--- src/include/vout_regs_pkg.sv ---
package vout_regs_pkg;

  // Command codes of the two registers on the serial port.
  localparam logic [7:0] CMD_OUTPUT_OFFSET_TRIM = 8'ha8;
  localparam logic [7:0] CMD_LOOP_COMP_MAIN     = 8'ha9;

  // Field positions inside loop_comp_main.
  localparam int GAIN_MSB = 7;
  localparam int GAIN_LSB = 4;
  localparam int LL_MSB   = 3;
  localparam int LL_LSB   = 0;

  // Reset value of every register before the nonvolatile copy lands.
  localparam logic [7:0] REG_RESET = 8'h00;

  // Selector codes.
  localparam logic [1:0] VID_STEP5_A   = 2'h1;
  localparam logic [1:0] VID_STEP5_B   = 2'h2;
  localparam logic [1:0] SRC_SERIAL    = 2'h2;
  localparam logic [3:0] GAIN_LAST_OK  = 4'hb;

  // Step weights, in units of 0.5 mV.
  localparam logic [4:0] STEP5_HALFMV  = 5'h0a;
  localparam logic [4:0] STEP10_HALFMV = 5'h14;

  // Offset moves at half of the fast slew rate.
  localparam int SLEW_OFFSET_DIV = 2;

  // Seven-bit bus address of the device; the value is arbitrary.
  localparam logic [6:0] DEV_ADDR = 7'h2a;

  localparam logic [3:0] BITS_PER_BYTE = 4'h8;

  typedef enum logic [3:0] {
    ST_IDLE  = 4'b0000,
    ST_ADDR  = 4'b0001,
    ST_CMD   = 4'b0010,
    ST_WDATA = 4'b0011,
    ST_ACK   = 4'b0100,
    ST_RDATA = 4'b0101,
    ST_RACK  = 4'b0110,
    ST_WAIT  = 4'b0111
  } link_state_e;

  typedef struct packed {
    logic       valid;
    logic [7:0] cmd;
    logic [7:0] data;
  } reg_write_s;

endpackage

--- src/design/serial_byte_port.sv ---
`timescale 1ns/1ps
module serial_byte_port
  import vout_regs_pkg::*;
(
  input  wire logic       clk_sys,
  input  wire logic       rst,
  input  wire logic       scl_in,
  input  wire logic       sda_in,
  output logic            sda_out,
  output logic            sda_oe,
  output logic [7:0]      cur_cmd,
  input  wire logic       cmd_ok,
  input  wire logic [7:0] rd_data,
  output reg_write_s      wr_req
);

  link_state_e state_reg;
  link_state_e after_ack_reg;
  logic        scl_q;
  logic        sda_q;
  logic [3:0]  cnt_reg;
  logic [7:0]  shift_reg;
  logic        master_ack_reg;

  wire start_seen = scl_in && scl_q && sda_q && !sda_in;
  wire stop_seen  = scl_in && scl_q && !sda_q && sda_in;
  wire scl_rise   = scl_in && !scl_q;
  wire scl_fall   = !scl_in && scl_q;
  wire receiving  = (state_reg == ST_ADDR) || (state_reg == ST_CMD)
                    || (state_reg == ST_WDATA);
  wire byte_full  = (cnt_reg == BITS_PER_BYTE);
  wire addr_hit   = (shift_reg[7:1] == DEV_ADDR);

  // Open drain: the pin is only ever pulled low.
  assign sda_out = 1'b0;

  always_ff @(posedge clk_sys or posedge rst)
  begin
    if (rst)
    begin
      scl_q <= 1'b1;
      sda_q <= 1'b1;
    end
    else
    begin
      scl_q <= scl_in;
      sda_q <= sda_in;
    end
  end

  always_ff @(posedge clk_sys or posedge rst)
  begin
    if (rst)
    begin
      state_reg      <= ST_IDLE;
      after_ack_reg  <= ST_IDLE;
      cnt_reg        <= 4'h0;
      shift_reg      <= REG_RESET;
      sda_oe         <= 1'b0;
      cur_cmd        <= REG_RESET;
      master_ack_reg <= 1'b0;
      wr_req         <= '0;
    end
    else
    begin
      wr_req.valid <= 1'b0;
      if (start_seen)
      begin
        state_reg <= ST_ADDR;
        cnt_reg   <= 4'h0;
        sda_oe    <= 1'b0;
      end
      else if (stop_seen)
      begin
        state_reg <= ST_IDLE;
        sda_oe    <= 1'b0;
      end
      else if (receiving && scl_rise)
      begin
        shift_reg <= {shift_reg[6:0], sda_in};
        cnt_reg   <= cnt_reg + 4'h1;
        // The command is latched on its last rising edge, so that its
        // acknowledge is judged on the code just received.
        if (state_reg == ST_CMD && cnt_reg == BITS_PER_BYTE - 4'h1)
          cur_cmd <= {shift_reg[6:0], sda_in};
      end
      else if (receiving && scl_fall && byte_full)
      begin
        state_reg <= ST_ACK;
        sda_oe    <= 1'b0;
        unique case (state_reg)
          ST_ADDR:
          begin
            sda_oe        <= addr_hit;
            after_ack_reg <= !addr_hit ? ST_IDLE
                           : (shift_reg[0] ? ST_RDATA : ST_CMD);
          end
          ST_CMD:
          begin
            sda_oe        <= cmd_ok;
            after_ack_reg <= cmd_ok ? ST_WDATA : ST_IDLE;
          end
          default:
          begin
            // Write Byte carries one data byte; more are refused.
            sda_oe        <= 1'b1;
            wr_req.valid  <= 1'b1;
            wr_req.cmd    <= cur_cmd;
            wr_req.data   <= shift_reg;
            after_ack_reg <= ST_WAIT;
          end
        endcase
      end
      else if (state_reg == ST_ACK && scl_fall)
      begin
        cnt_reg   <= 4'h0;
        state_reg <= after_ack_reg;
        sda_oe    <= 1'b0;
        if (after_ack_reg == ST_RDATA)
        begin
          shift_reg <= {rd_data[6:0], 1'b0};
          sda_oe    <= !rd_data[7];
          cnt_reg   <= 4'h1;
        end
      end
      else if (state_reg == ST_RDATA && scl_fall)
      begin
        if (byte_full)
        begin
          sda_oe    <= 1'b0;
          state_reg <= ST_RACK;
        end
        else
        begin
          sda_oe    <= !shift_reg[7];
          shift_reg <= {shift_reg[6:0], 1'b0};
          cnt_reg   <= cnt_reg + 4'h1;
        end
      end
      else if (state_reg == ST_RDATA && scl_rise && byte_full)
      begin
        sda_oe <= sda_oe;
      end
      else if (state_reg == ST_RACK && scl_rise)
      begin
        master_ack_reg <= !sda_in;
      end
      else if (state_reg == ST_RACK && scl_fall)
      begin
        // A repeated read reloads the same byte one SCL clock late, so its first bit is released and bit 0 falls on the ack clock.
        state_reg <= master_ack_reg ? ST_ACK : ST_WAIT;
        after_ack_reg <= ST_RDATA;
      end
    end
  end

endmodule // serial_byte_port

--- src/design/vout_offset_comp_regs.sv ---
`timescale 1ns/1ps
// Summary of operation
// - The offset trim is added to the commanded output voltage target.
// - Offset-caused voltage changes move at half the fast slew rate.
// - The offset applies only under the serial output-source selection.
// - Step select 01b or 10b weighs each trim LSB at 0.5 mV.
// - In 5 mV step mode the trim is signed, -64 to +63.5 mV.
// - Step select 00b or 11b weighs each trim LSB at 1.0 mV.
// - In 10 mV step mode the trim is signed, -128 to +127 mV.
// - Compensation register takes single-byte writes; a read goes on while the host acknowledges.
// - Compensation byte is unsigned and takes effect at once on write.
// - Bits 7:4 choose Ac_path_gain 0.3 through 7.0 per code.
// - Bits 3:0 choose AC load line 0.5 through 15.0 per code.
// - Source select 10b drives the output to the serially written target.
module vout_offset_comp_regs
  import vout_regs_pkg::*;
(
  input  wire logic               clk_sys,
  input  wire logic               rst,
  input  wire logic               scl_in,
  input  wire logic               sda_in,
  output logic                    sda_out,
  output logic                    sda_oe,
  input  wire logic [7:0]         nvm_offset_trim,
  input  wire logic [7:0]         nvm_loop_comp,
  input  wire logic [1:0]         vid_step_select,
  input  wire logic [1:0]         vout_source_select,
  input  wire logic [15:0]        slew_rate_config,
  input  wire logic [7:0]         vout_target_cmd,
  input  wire logic [7:0]         ext_vid_code,
  output logic signed [13:0]      vout_ref_halfmv,
  output logic signed [9:0]       offset_applied_halfmv,
  output logic [3:0]              ac_path_gain,
  output logic [3:0]              ac_load_line,
  output logic [7:0]              ac_path_gain_tenths,
  output logic [7:0]              ac_load_line_tenths,
  output logic                    ac_path_gain_reserved
);

  function automatic logic step5(input logic [1:0] sel);
    step5 = (sel == VID_STEP5_A) || (sel == VID_STEP5_B);
  endfunction

  function automatic logic [7:0] gain_tenths(input logic [3:0] code);
    unique case (code)
      4'h0: gain_tenths = 8'h03;
      4'h1: gain_tenths = 8'h05;
      4'h8: gain_tenths = 8'h28;
      4'h9: gain_tenths = 8'h32;
      4'ha: gain_tenths = 8'h3c;
      4'hb: gain_tenths = 8'h46;
      4'hc, 4'hd, 4'he, 4'hf: gain_tenths = 8'h00;
      default: gain_tenths = 8'({4'h0, code} * 8'h05);
    endcase
  endfunction

  function automatic logic [7:0] load_line_tenths(input logic [3:0] code);
    unique case (code)
      4'h8: load_line_tenths = 8'h32;
      4'h9: load_line_tenths = 8'h3c;
      4'ha: load_line_tenths = 8'h46;
      4'hb: load_line_tenths = 8'h5a;
      4'hc: load_line_tenths = 8'h64;
      4'hd: load_line_tenths = 8'h78;
      4'he: load_line_tenths = 8'h82;
      4'hf: load_line_tenths = 8'h96;
      default: load_line_tenths = 8'(({4'h0, code} + 8'h01) * 8'h05);
    endcase
  endfunction

  logic [7:0]         output_offset_trim_reg;
  logic [7:0]         loop_comp_main_reg;
  logic               nvm_load_reg;
  logic [16:0]        slew_cnt_reg;
  logic signed [9:0]  offset_target;
  logic [7:0]         rd_data;
  logic [7:0]         cur_cmd;
  logic [7:0]         vid_sel;
  reg_write_s         wr_req;

  wire cmd_is_trim = (cur_cmd == CMD_OUTPUT_OFFSET_TRIM);
  wire cmd_is_comp = (cur_cmd == CMD_LOOP_COMP_MAIN);
  wire cmd_ok      = cmd_is_trim || cmd_is_comp;
  wire wr_trim     = wr_req.valid && (wr_req.cmd == CMD_OUTPUT_OFFSET_TRIM);
  wire wr_comp     = wr_req.valid && (wr_req.cmd == CMD_LOOP_COMP_MAIN);
  wire src_serial  = (vout_source_select == SRC_SERIAL);
  wire fine_step   = step5(vid_step_select);

  serial_byte_port u_port (
    .clk_sys (clk_sys),
    .rst     (rst),
    .scl_in  (scl_in),
    .sda_in  (sda_in),
    .sda_out (sda_out),
    .sda_oe  (sda_oe),
    .cur_cmd (cur_cmd),
    .cmd_ok  (cmd_ok),
    .rd_data (rd_data),
    .wr_req  (wr_req)
  );

  // Reads echo whatever was last written or loaded.
  assign rd_data = cmd_is_trim ? output_offset_trim_reg
                 : (cmd_is_comp ? loop_comp_main_reg : REG_RESET);

  // The nonvolatile copy is caught one edge after reset release, since an
  // asynchronous reset may only load constants.
  always_ff @(posedge clk_sys or posedge rst)
  begin
    if (rst)
    begin
      nvm_load_reg           <= 1'b1;
      output_offset_trim_reg <= REG_RESET;
      loop_comp_main_reg     <= REG_RESET;
    end
    else
    begin
      nvm_load_reg <= 1'b0;
      if (nvm_load_reg)
      begin
        output_offset_trim_reg <= nvm_offset_trim;
        loop_comp_main_reg     <= nvm_loop_comp;
      end
      else
      begin
        if (wr_trim)
          output_offset_trim_reg <= wr_req.data;
        if (wr_comp)
          loop_comp_main_reg <= wr_req.data;
      end
    end
  end

  // Compensation fields drive the loop directly, with no restart needed.
  assign ac_path_gain        = loop_comp_main_reg[GAIN_MSB:GAIN_LSB];
  assign ac_load_line        = loop_comp_main_reg[LL_MSB:LL_LSB];
  assign ac_path_gain_tenths      = gain_tenths(ac_path_gain);
  assign ac_load_line_tenths = load_line_tenths(ac_load_line);
  // Reserved gain codes are flagged rather than trusted.
  assign ac_path_gain_reserved    = (ac_path_gain > GAIN_LAST_OK);

  // Trim in 0.5 mV units: as is in fine steps, doubled in coarse steps.
  assign offset_target = !src_serial ? 10'sh000
                       : fine_step ? 10'(signed'(output_offset_trim_reg))
                       : 10'(signed'({output_offset_trim_reg, 1'b0}));

  // slew_rate_config holds cycles per 0.5 mV at the fast rate.
  wire [16:0] slew_period = 17'(slew_rate_config) * 17'(SLEW_OFFSET_DIV);
  wire        slew_tick   = (slew_cnt_reg + 17'h1 >= slew_period);

  always_ff @(posedge clk_sys or posedge rst)
  begin
    if (rst)
    begin
      slew_cnt_reg          <= 17'h0;
      offset_applied_halfmv <= 10'sh000;
    end
    else
    begin
      slew_cnt_reg <= slew_tick ? 17'h0 : slew_cnt_reg + 17'h1;
      if (slew_tick && offset_applied_halfmv < offset_target)
        offset_applied_halfmv <= offset_applied_halfmv + 10'sh001;
      else if (slew_tick && offset_applied_halfmv > offset_target)
        offset_applied_halfmv <= offset_applied_halfmv - 10'sh001;
    end
  end

  assign vid_sel = src_serial ? vout_target_cmd : ext_vid_code;

  // Base target plus the slewed offset.
  always_ff @(posedge clk_sys or posedge rst)
  begin
    if (rst)
      vout_ref_halfmv <= 14'sh0000;
    else
      vout_ref_halfmv <= signed'(14'({6'h00, vid_sel}
                         * {9'h000, fine_step ? STEP5_HALFMV : STEP10_HALFMV}))
                         + 14'(offset_applied_halfmv);
  end

endmodule // vout_offset_comp_regs

--- config.mk ---
export PLATFORM = sky130hd
export DESIGN_NAME = vout_offset_comp_regs
export DESIGN_NICKNAME = d
export VERILOG_FILES = /design/src/include/vout_regs_pkg.sv /design/src/design/serial_byte_port.sv /design/src/design/vout_offset_comp_regs.sv
export SDC_FILE = /design/constraint.sdc
export NUM_CORES = 1
export LEC_CHECK = 0
export BUFFER_PORTS_ARGS = -buffer_cell sky130_fd_sc_hd__buf_2
export CAP_MARGIN = 20
export CORE_ASPECT_RATIO = 1.2
export CORE_UTILIZATION = 50
export CTS_CLUSTER_DIAMETER = 60
export DETAILED_ROUTE_END_ITERATION = 8
export GPL_ROUTABILITY_DRIVEN = 0
export PLACE_DENSITY = 0.69
export SYNTH_ARGS = -nofsm -noshare
export SYNTH_HDL_FRONTEND = slang
export SYNTH_SLANG_ARGS = --single-unit
--- constraint.sdc ---
create_clock -name clk_sys -period 6.2 [get_ports clk_sys]
set_input_delay 0.62 -clock clk_sys [delete_from_list [all_inputs] [get_ports clk_sys]]
set_output_delay 0.62 -clock clk_sys [all_outputs]
set_load 0.005 [all_outputs]
==> results of run 1 <==
-- worst max path at each step --
stage                                endpoint  slack, ps  depth (start not counted)
final                     vout_ref_halfmv[13]       1090                         25
after floorplan           vout_ref_halfmv[13]        930                         26
after global placement    vout_ref_halfmv[13]        910                         25
after detailed placement  vout_ref_halfmv[13]        700                         25
after CTS                 vout_ref_halfmv[13]       1080                         25
after global routing      vout_ref_halfmv[13]        740                         25
-- power by group through the flow --
stage          Clock (µW)  Combinational, µW  Sequential, µW
5_1_grt               589                989             989
6_report              552                855             965
3_5_place_dp            0                853             977
4_1_cts               565                860             964
3_3_place_gp            0                832             974
2_1_floorplan           0                670             909
-- Yosys cell counts, drive strengths merged (2+ instances only) --
cell	count
nand2	139
dfrtp	102
ha	89
nor2	62
a21oi	52
inv	50
o21ai	43
xnor2	33
clkbuf	30
mux2i	26
nor3	19
nor2b	18
mux2	17
xor2	17
nand3	14
a21o	11
fa	10
and3	9
a22oi	8
or2	8
a211oi	7
nand2b	7
o31ai	7
and2	5
buf	5
nand4	5
a31oi	4
o21a	4
o22ai	4
dfstp	3
nor4bb	3
o211ai	3
o21bai	3
o32ai	3
a22o	2
nand3b	2
nand4b	2
nor4	2
nor4b	2
o22a	2
o41ai	2
-- per-stage QoR --
stage / cell area (µm²) / hold slack, ps / setup WS (ps)
2_1_floorplan: 7620 / 437 / 927
3_3_place_gp: 8310 / 454 / 908
3_5_place_dp: 8310 / 454 / 701
4_1_cts: 8580 / 351 / 1080
5_1_grt: 8590 / 383 / 745
6_report: 8590 / 330 / 1090
-- kinds of logic after synthesis --
kind of cell | count (synthesis) | share of synthesized area (%)
AND/OR/NAND/NOR | 299 | 17.8
AO/OA/AOI/OAI | 166 | 13.8
flip-flops | 105 | 34.6
adder cells (fa/ha/maj) | 99 | 17.3
buffers and inverters | 85 | 4.42
XOR/XNOR | 50 | 5.76
multiplexers | 43 | 6.33
other | 1 | 0.0493
-- worst register-to-register path, stage by stage (launching register included) --
cell      delay [ps]
dfrtp_1          400
nand3_1          110
nor2_1           160
nand2_1           70
nor2_1           290
nand3_1          140
xnor2_1          230
ha_1             190
a21o_1           120
a211oi_1          80
o211a_1          120
a221oi_1         350
o22a_1           180
buf_4            240
nand2_1          300
ha_1             400
a211o_1          290
o211ai_1         120
a21oi_1          130
o41ai_1          350
mux2_2           380
nand2_1           80
xnor2_1           60
-- routing by layer --
metal | global-route usage, % | vias up | wire, µm
met3 | 2.48 | 25 | 514
met4 | 10.7 | 0 | 454
met1 | 29.9 | 2919 | 7770
met5 | 0 | - | 0
met2 | 40.9 | 121 | 8380
li1 | - | 3114 | -
-- layout make-up --
class                   count  area share (%)
well taps                 204            2.97
multi-input cells         662            54.2
flip-flops and latches    105            30.6
clock inverters             4           0.321
clock buffers              12            2.87
inverters                  50            2.21
repair buffers            112            6.76
==> impl_metrics.ini, run 1 <==
[status]
status = complete, no violations

[sta]
slew_viol_final = 0
post-route-min-period_ps = 5110
hold_viol = 0
tightestPinTransition_ps = 1010
period_share_pct = 82.4
rsz0062_at_grt = no
finalClockSkew_ps = 5.63
timing.setup.tns_ps = 0
timing.fmax_mhz = 196
finalSetupViolCount = 0
slew_headroom_pct = 32.5

[floorplan]
rows = 49
core_um2 = 14900
die_h_um = 137
start_util_pct = 51.1
die-area_um2 = 15700
die_x_um = 115
ios = 107

[critical_path]
reg2regPathDepth = 22
critPathTopFamily = adder cells
crit_fanout = 5
start_kind = primary input
path_common_cell = a21oi_1
cp-startpoint = vout_source_select[0]
worstSetupEndpointType = flop
rr_startpoint = slew_cnt_reg[2]
crit_required_ps = 6480
cpPeakStageDelay_ps = 500
reg2reg_slack_ps = 1270
path_buf_inv = 5
cp_slowest_cell = fa_1
worstSetupPathType = primary input to flop
r2r-end = offset_applied_halfmv[9]
arrival_ps = 5390

[finish]
fillers = 1377
drive_above_1_share_pct = 16.8
area_delta_synth_final_pct = 12.9
utilization_pct = 57.6
seqCellArea_um2 = 2630
instances_no_fill = 1149
n_antenna_cell = 0
final_cell_mix = 139 x nand2_1, 104 x buf_2, 102 x dfrtp_1, 89 x ha_1, 62 x nor2_1
multi_input_area_um2 = 4660
final_common_cell = nand2_1
design.final.nets = 1095

[placed_design]
placed_cells = 1132
io_buffer_count = 104
dp_hpwl_mm = 13.1

[detailed_routing]
routed_wl_mm = 17.1
initialDrtViolationCount = 247
detail_route.wl_per_cell_um = 14.9
antenna_left = 0
dr.pass1.iters = 4
drc_errors = 0
via_count = 6179
viasPerCell = 5.38

[grt]
grt_pass1_vias = 6109
track_usage_pct = 23.7
antenna_found_initial = 0
grt_max_degree = 60
grt_first_pass_wirelength_mm = 29.1
grt-ovfl-total = 0

[synthesis]
synth_area_leader_cell = dfrtp_1
synth_cells = 848
ys_seq_area_share_pct = 34.6
yosys_register_bits = 105
synthArstFlopShare_pct = 100
synth_edf_count = 0
syn_area_um2 = 7610
yosys_warnings = 0
synth_cell_type_count = 61
ys_top_cells_by_area = dfrtp_1 34%, ha_1 15%, nand2_1 6.9%
yosys.area.top_type_share_pct = 33.5
avgSynthCellArea_um2 = 8.97
synthFlopType = dfrtp_1

[power_and_ir_drop]
fin_total_pwr_uw = 2370
p_int_uw = 1500
leakage_uw = 0.00443
clkPwrFrac_pct = 23.3
power_switching_uw = 875
powerDensity_nw_per_um2 = 276
comb_power_share_pct = 36.0
pwr-share-seq_pct = 40.7
switching_share_pct = 36.9
vdd_drop_max_mv = 0.192

[clock_tree]
h-tree-depth = 3
cts_buffer_depth = 2
cts_sinks = 105
numCtsBuffers = 9
clkSlewWorstSetupHoldPaths_ps = 70
cts_hold_buf = 0
cts_setup_buffers = 0
clk_latency_ps = 360
cts_tree = built
cts_resized = 0
cts.root.buffer_cell = clkbuf_16

[run]
maxCapViolations = 0

[hold_path]
hp-class = primary input to async pin
(Power assumes the default switching activity.)
==> inputs of run 2 (changes only) <==
- clock period: 6.2 -> 5.14 ns (I/O delays scaled with it)
==> run 2 against run 1 <==
Effect of this change:
- global-route usage decreased by 0.86 points
- clock power increased by 26%
- design area up 0.77%
- critical endpoint unchanged
- largest power group unchanged
- critical path type unchanged
==> impl_metrics.ini, run 2 (synthesis results as in run 1) <==
[floorplan]
start_util_pct = 51.1
die-area_um2 = 15700
die_x_um = 115
ios = 107
core_um2 = 14900
rows = 49
die_h_um = 137

[power_and_ir_drop]
switching_share_pct = 36.7
powerDensity_nw_per_um2 = 334
leakage_uw = 0.00446
vdd_drop_max_mv = 0.192
power_switching_uw = 1060
comb_power_share_pct = 35.7
clkPwrFrac_pct = 24.1
pwr-share-seq_pct = 40.2
p_int_uw = 1830

[finish]
area_delta_synth_final_pct = 13.7
design.final.nets = 1100
final_common_cell = nand2_1
n_antenna_cell = 0
final_cell_mix = 139 x nand2_1, 104 x buf_2, 102 x dfrtp_1, 89 x ha_1, 62 x nor2_1
instances_no_fill = 1154
drive_above_1_share_pct = 17.6

[clock_tree]
cts_buffer_depth = 2
h-tree-depth = 3
clkSlewWorstSetupHoldPaths_ps = 70
cts_tree = built
numCtsBuffers = 9
cts.root.buffer_cell = clkbuf_16
cts_sinks = 105
clk_latency_ps = 350

[grt]
grt-ovfl-total = 0
met2_usage_pct = 40.6
grt-busiest-layer = met2
grt_first_pass_wirelength_mm = 28.3
antenna_found_initial = 0
track_usage_pct = 22.9
use_met3_pct = 2.48
grt_use_met1_pct = 28.2
grt_pass1_vias = 5922
grt_max_degree = 70

[detailed_routing]
initialDrtViolationCount = 351
dr.pass1.iters = 4
via_count = 6235
routed_wl_mm = 17.0
detail_route.wl_per_cell_um = 14.7
drc_errors = 0
viasPerCell = 5.40
antenna_left = 0

[sta]
slew_headroom_pct = 30.8
rsz0062_at_grt = no
slew_viol_final = 0
period_share_pct = 91.2
tightestPinTransition_ps = 1040
timing.setup.tns_ps = 0
finalClockSkew_ps = 9.82
timing.fmax_mhz = 213
hold_viol = 0
post-route-min-period_ps = 4690
finalSetupViolCount = 0
timing.hold.ws_ps = 306

[critical_path]
r2r-end = offset_applied_halfmv[9]
cpPeakStageDelay_ps = 510
reg2reg_slack_ps = 610
worstSetupEndpointType = flop
reg2regPathDepth = 20
crit_end = vout_ref_halfmv[13]
worstSetupPathType = primary input to flop
cp_slowest_cell = fa_1
rr_startpoint = slew_cnt_reg[2]
crit_fanout = 5
start_kind = primary input
cp-startpoint = vout_source_select[0]
arrival_ps = 4970
crit_required_ps = 5420

[placed_design]
dp_hpwl_mm = 13.0
io_buffer_count = 104
placed_cells = 1137

[hold_path]
hp-class = primary input to flop

[run]
maxCapViolations = 0

[status]
status = complete, no violations
run 2: cell count changes in the layout (fill, tap and decap cells not counted):
| cell | previous run | this run |
|---|---|---|
| clkbuf_1 | 2 | 0 |
| a21oi_1 | 52 | 51 |
| inv_8 | 0 | 1 |
| clkbuf_8 | 1 | 2 |
| clkinv_2 | 2 | 0 |
| a21oi_2 | 0 | 1 |
| buf_4 | 8 | 13 |
| clkinv_4 | 0 | 2 |
run 2: layer usage:
metal  part of all wire, %  wire length, µm
met3                   3.4              585
met5                     0                0
met2                    50             8430
met4                   2.4              414
met1                    44             7530
run 2: per-stage QoR:
step / total power (µW) / util (%) / instance area [µm²] / setup slack [ps]
global route: 3100 / 58.1 / 8650 / 8.67
finish: 2890 / 58.1 / 8650 / 452
floorplan: 1900 / - / 7620 / 121
global placement: 2190 / 56.0 / 8340 / 205
detailed placement: 2210 / 56.0 / 8340 / 81.9
CTS: 2910 / 58.0 / 8640 / 444
run 2: what timing repair did:
action                     in CTS  in global routing
resized for setup               0                  1
hold buffers                    0                  0
buffers inserted                0                  0
setup endpoints to repair       0                  1
run 2: critical path: cells and delay by family:
family,cells,cell delay [ps]
adders and majority gates,5,1790
AOI/OAI and AO/OA,9,1100
and+or+nand+nor,3,490
buffers and inverters,6,480
xor gates and xnor gates,2,330
muxes,1,260
run 2: how the worst min path moves through the flow:
stage / start / endpoint / slack, ps / cells after the start
6_report: scl_in / u_port.scl_q / 310 / 1
3_3_place_gp: u_port.wr_req[14] / u_port.wr_req[14] / 460 / 2
3_5_place_dp: u_port.wr_req[14] / u_port.wr_req[14] / 460 / 2
5_1_grt: scl_in / u_port.scl_q / 300 / 1
4_1_cts: scl_in / u_port.scl_q / 290 / 1
2_1_floorplan: u_port.wr_req[14] / u_port.wr_req[14] / 440 / 2
run 2: power by group through the flow:
stage	Combinational [µW]	Sequential (µW)	Clock [µW]
CTS	1040	1160	708
detailed placement	1030	1170	0
global placement	1010	1170	0
global route	1190	1190	733
finish	1030	1160	696
floorplan	808	1100	0
run 2: layout make-up:
| cell class | count | area, µm² |
|---|---|---|
| clock inverters | 5 | 46.3 |
| well taps | 204 | 255 |
| flip-flops and latches | 105 | 2630 |
| repair buffers | 117 | 618 |
| inverters | 50 | 190 |
| clock buffers | 11 | 253 |
| multi-input cells | 662 | 4660 |
| fillers | 1335 | 6240 |
==> inputs of run 3 (changes only) <==
- PLACE_DENSITY: 0.69 -> 0.67
==> run 3 against run 2 <==
Effect of this change:
- register-to-register slack worse by 120 ps
- clock skew is 2.0 ps lower
- via count shrank 1.8%
- sequential power about the same
- final cell count shrank 0.17%
- largest cell class unchanged
- design area is 0.52% lower
- maximum frequency is 0.21% lower
- utilization fell by 0.30 points
- power shrank 1.2%
- global-route usage increased by 0.30 points
- critical path depth did not move
- non-clock buffer count shrank 2
==> impl_metrics.ini, run 3 (synthesis results as in run 1) <==
[status]
status = complete, no violations

[floorplan]
die_h_um = 137
die_x_um = 115
start_util_pct = 51.1
core_um2 = 14900
die-area_um2 = 15700
ios = 107
rows = 49

[power_and_ir_drop]
powerDensity_nw_per_um2 = 331
vdd_drop_max_mv = 0.213
leakage_uw = 0.00444

[clock_tree]
clkSlewWorstSetupHoldPaths_ps = 70
cts_sinks = 105
clk_latency_ps = 360
cts.root.buffer_cell = clkbuf_16
cts_hold_buf = 0
cts_setup_buffers = 0
cts_tree = built
cts_buffer_depth = 2
numCtsBuffers = 9
h-tree-depth = 3
cts_resized = 0

[detailed_routing]
initialDrtViolationCount = 226
via_count = 6122
routed_wl_mm = 17.0
antenna_left = 0
viasPerCell = 5.31
detail_route.wl_per_cell_um = 14.8
drc_errors = 0
dr.pass1.iters = 5

[sta]
finalSetupViolCount = 0
hold_viol = 0
tightestPinTransition_ps = 1010
rsz0062_at_grt = no
timing.fmax_mhz = 213
slew_viol_final = 0
post-route-min-period_ps = 4700
finalClockSkew_ps = 7.82
period_share_pct = 91.4
timing.setup.tns_ps = 0
setup_slack_ps = 442
slew_headroom_pct = 32.4

[run]
maxCapViolations = 0

[grt]
grt_max_degree = 67
grt_first_pass_wirelength_mm = 28.4
track_usage_pct = 23.2
grt-ovfl-total = 0
grt_pass1_vias = 5988
antenna_found_initial = 0

[finish]
area_delta_synth_final_pct = 13.1
design.final.nets = 1098
n_antenna_cell = 0
drive_above_1_share_pct = 17.0
final_common_cell = nand2_1
final_cell_mix = 139 x nand2_1, 104 x buf_2, 102 x dfrtp_1, 89 x ha_1, 62 x nor2_1
final_area_um2 = 8610

[critical_path]
rr_startpoint = slew_cnt_reg[2]
worstSetupEndpointType = flop
crit_required_ps = 5420
cp-startpoint = vout_source_select[0]
worstSetupPathType = primary input to flop
crit_fanout = 5
arrival_ps = 4970
start_kind = primary input

[placed_design]
dp_hpwl_mm = 13.0
io_buffer_count = 104
place_area_um2 = 8330
post-place-ws_ps = 67.8

[hold_path]
hold_start = scl_in
hp-class = primary input to flop
==> run 3: changes by cell type in the layout (fill, tap and decap cells not counted), sizes merged <==
cell and delta:
buf -2, clkbuf +2, clkinv -1, inv -1
==> run 3: layout make-up <==
type                    count  area [µm²]
clock buffers              13         250
clock inverters             3        22.5
fillers                  1387        6290
inverters                  50         190
multi-input cells         662        4660
flip-flops and latches    105        2630
well taps                 204         255
repair buffers            115         603
==> run 3: path summary, 6_finish.rpt <==
path | to | slack [ps] | cells after the start
max | vout_ref_halfmv[13] | 440 | 26
min | u_port.scl_q | 290 | 1
max reg2reg | offset_applied_halfmv[9] | 490 | 20
min reg2reg | u_port.wr_req[12] | 470 | 2
max in group asynchronous | u_port.sda_q | 3780 | 3
min in group asynchronous | slew_cnt_reg[13] | 320 | 2
==> run 3: metrics by stage <==
stage	hold slack, ps	instances	total power [µW]	util [%]
detailed placement	457	1135	2200	55.9
floorplan	437	852	1900	-
global route	289	1152	3080	57.8
CTS	278	1151	2880	57.7
global placement	452	1135	2180	55.9
finish	289	1152	2850	57.8
==> run 3: routing by layer <==
layer	GRT usage [%]	vias up	wire length (µm)	share of wire (%)
li1	-	3107	-	-
met1	29.0	2883	7830	46
met2	40.6	113	8360	49
met3	3.76	19	530	3.1
met4	7.43	0	332	1.9
met5	0	-	0	0
==> run 3: worst max-delay path: stages <==
cell and delay [ps]:
buf_2 100, nor2b_1 100, buf_4 160, mux2i_1 250
nor2_1 90, or2_2 320, ha_1 270, inv_1 50
fa_1 500, inv_1 40, ha_1 290, inv_1 60
fa_1 440, inv_1 70, a21o_1 100, a21oi_1 80
o21bai_1 160, a21oi_1 120, xnor2_1 200, ha_1 260
a21oi_1 150, o21ai_0 110, a21oi_1 150, o31ai_1 90
a21oi_1 190, xnor2_1 130
==> run 3: power breakdown <==
group          internal (µW)  leakage [µW]  switching, µW  total, µW
logic                    484       0.00296            545       1030
registers                981       0.00134            179       1160
clock network            346      0.000135            319        665
total                   1810       0.00444           1040       2850
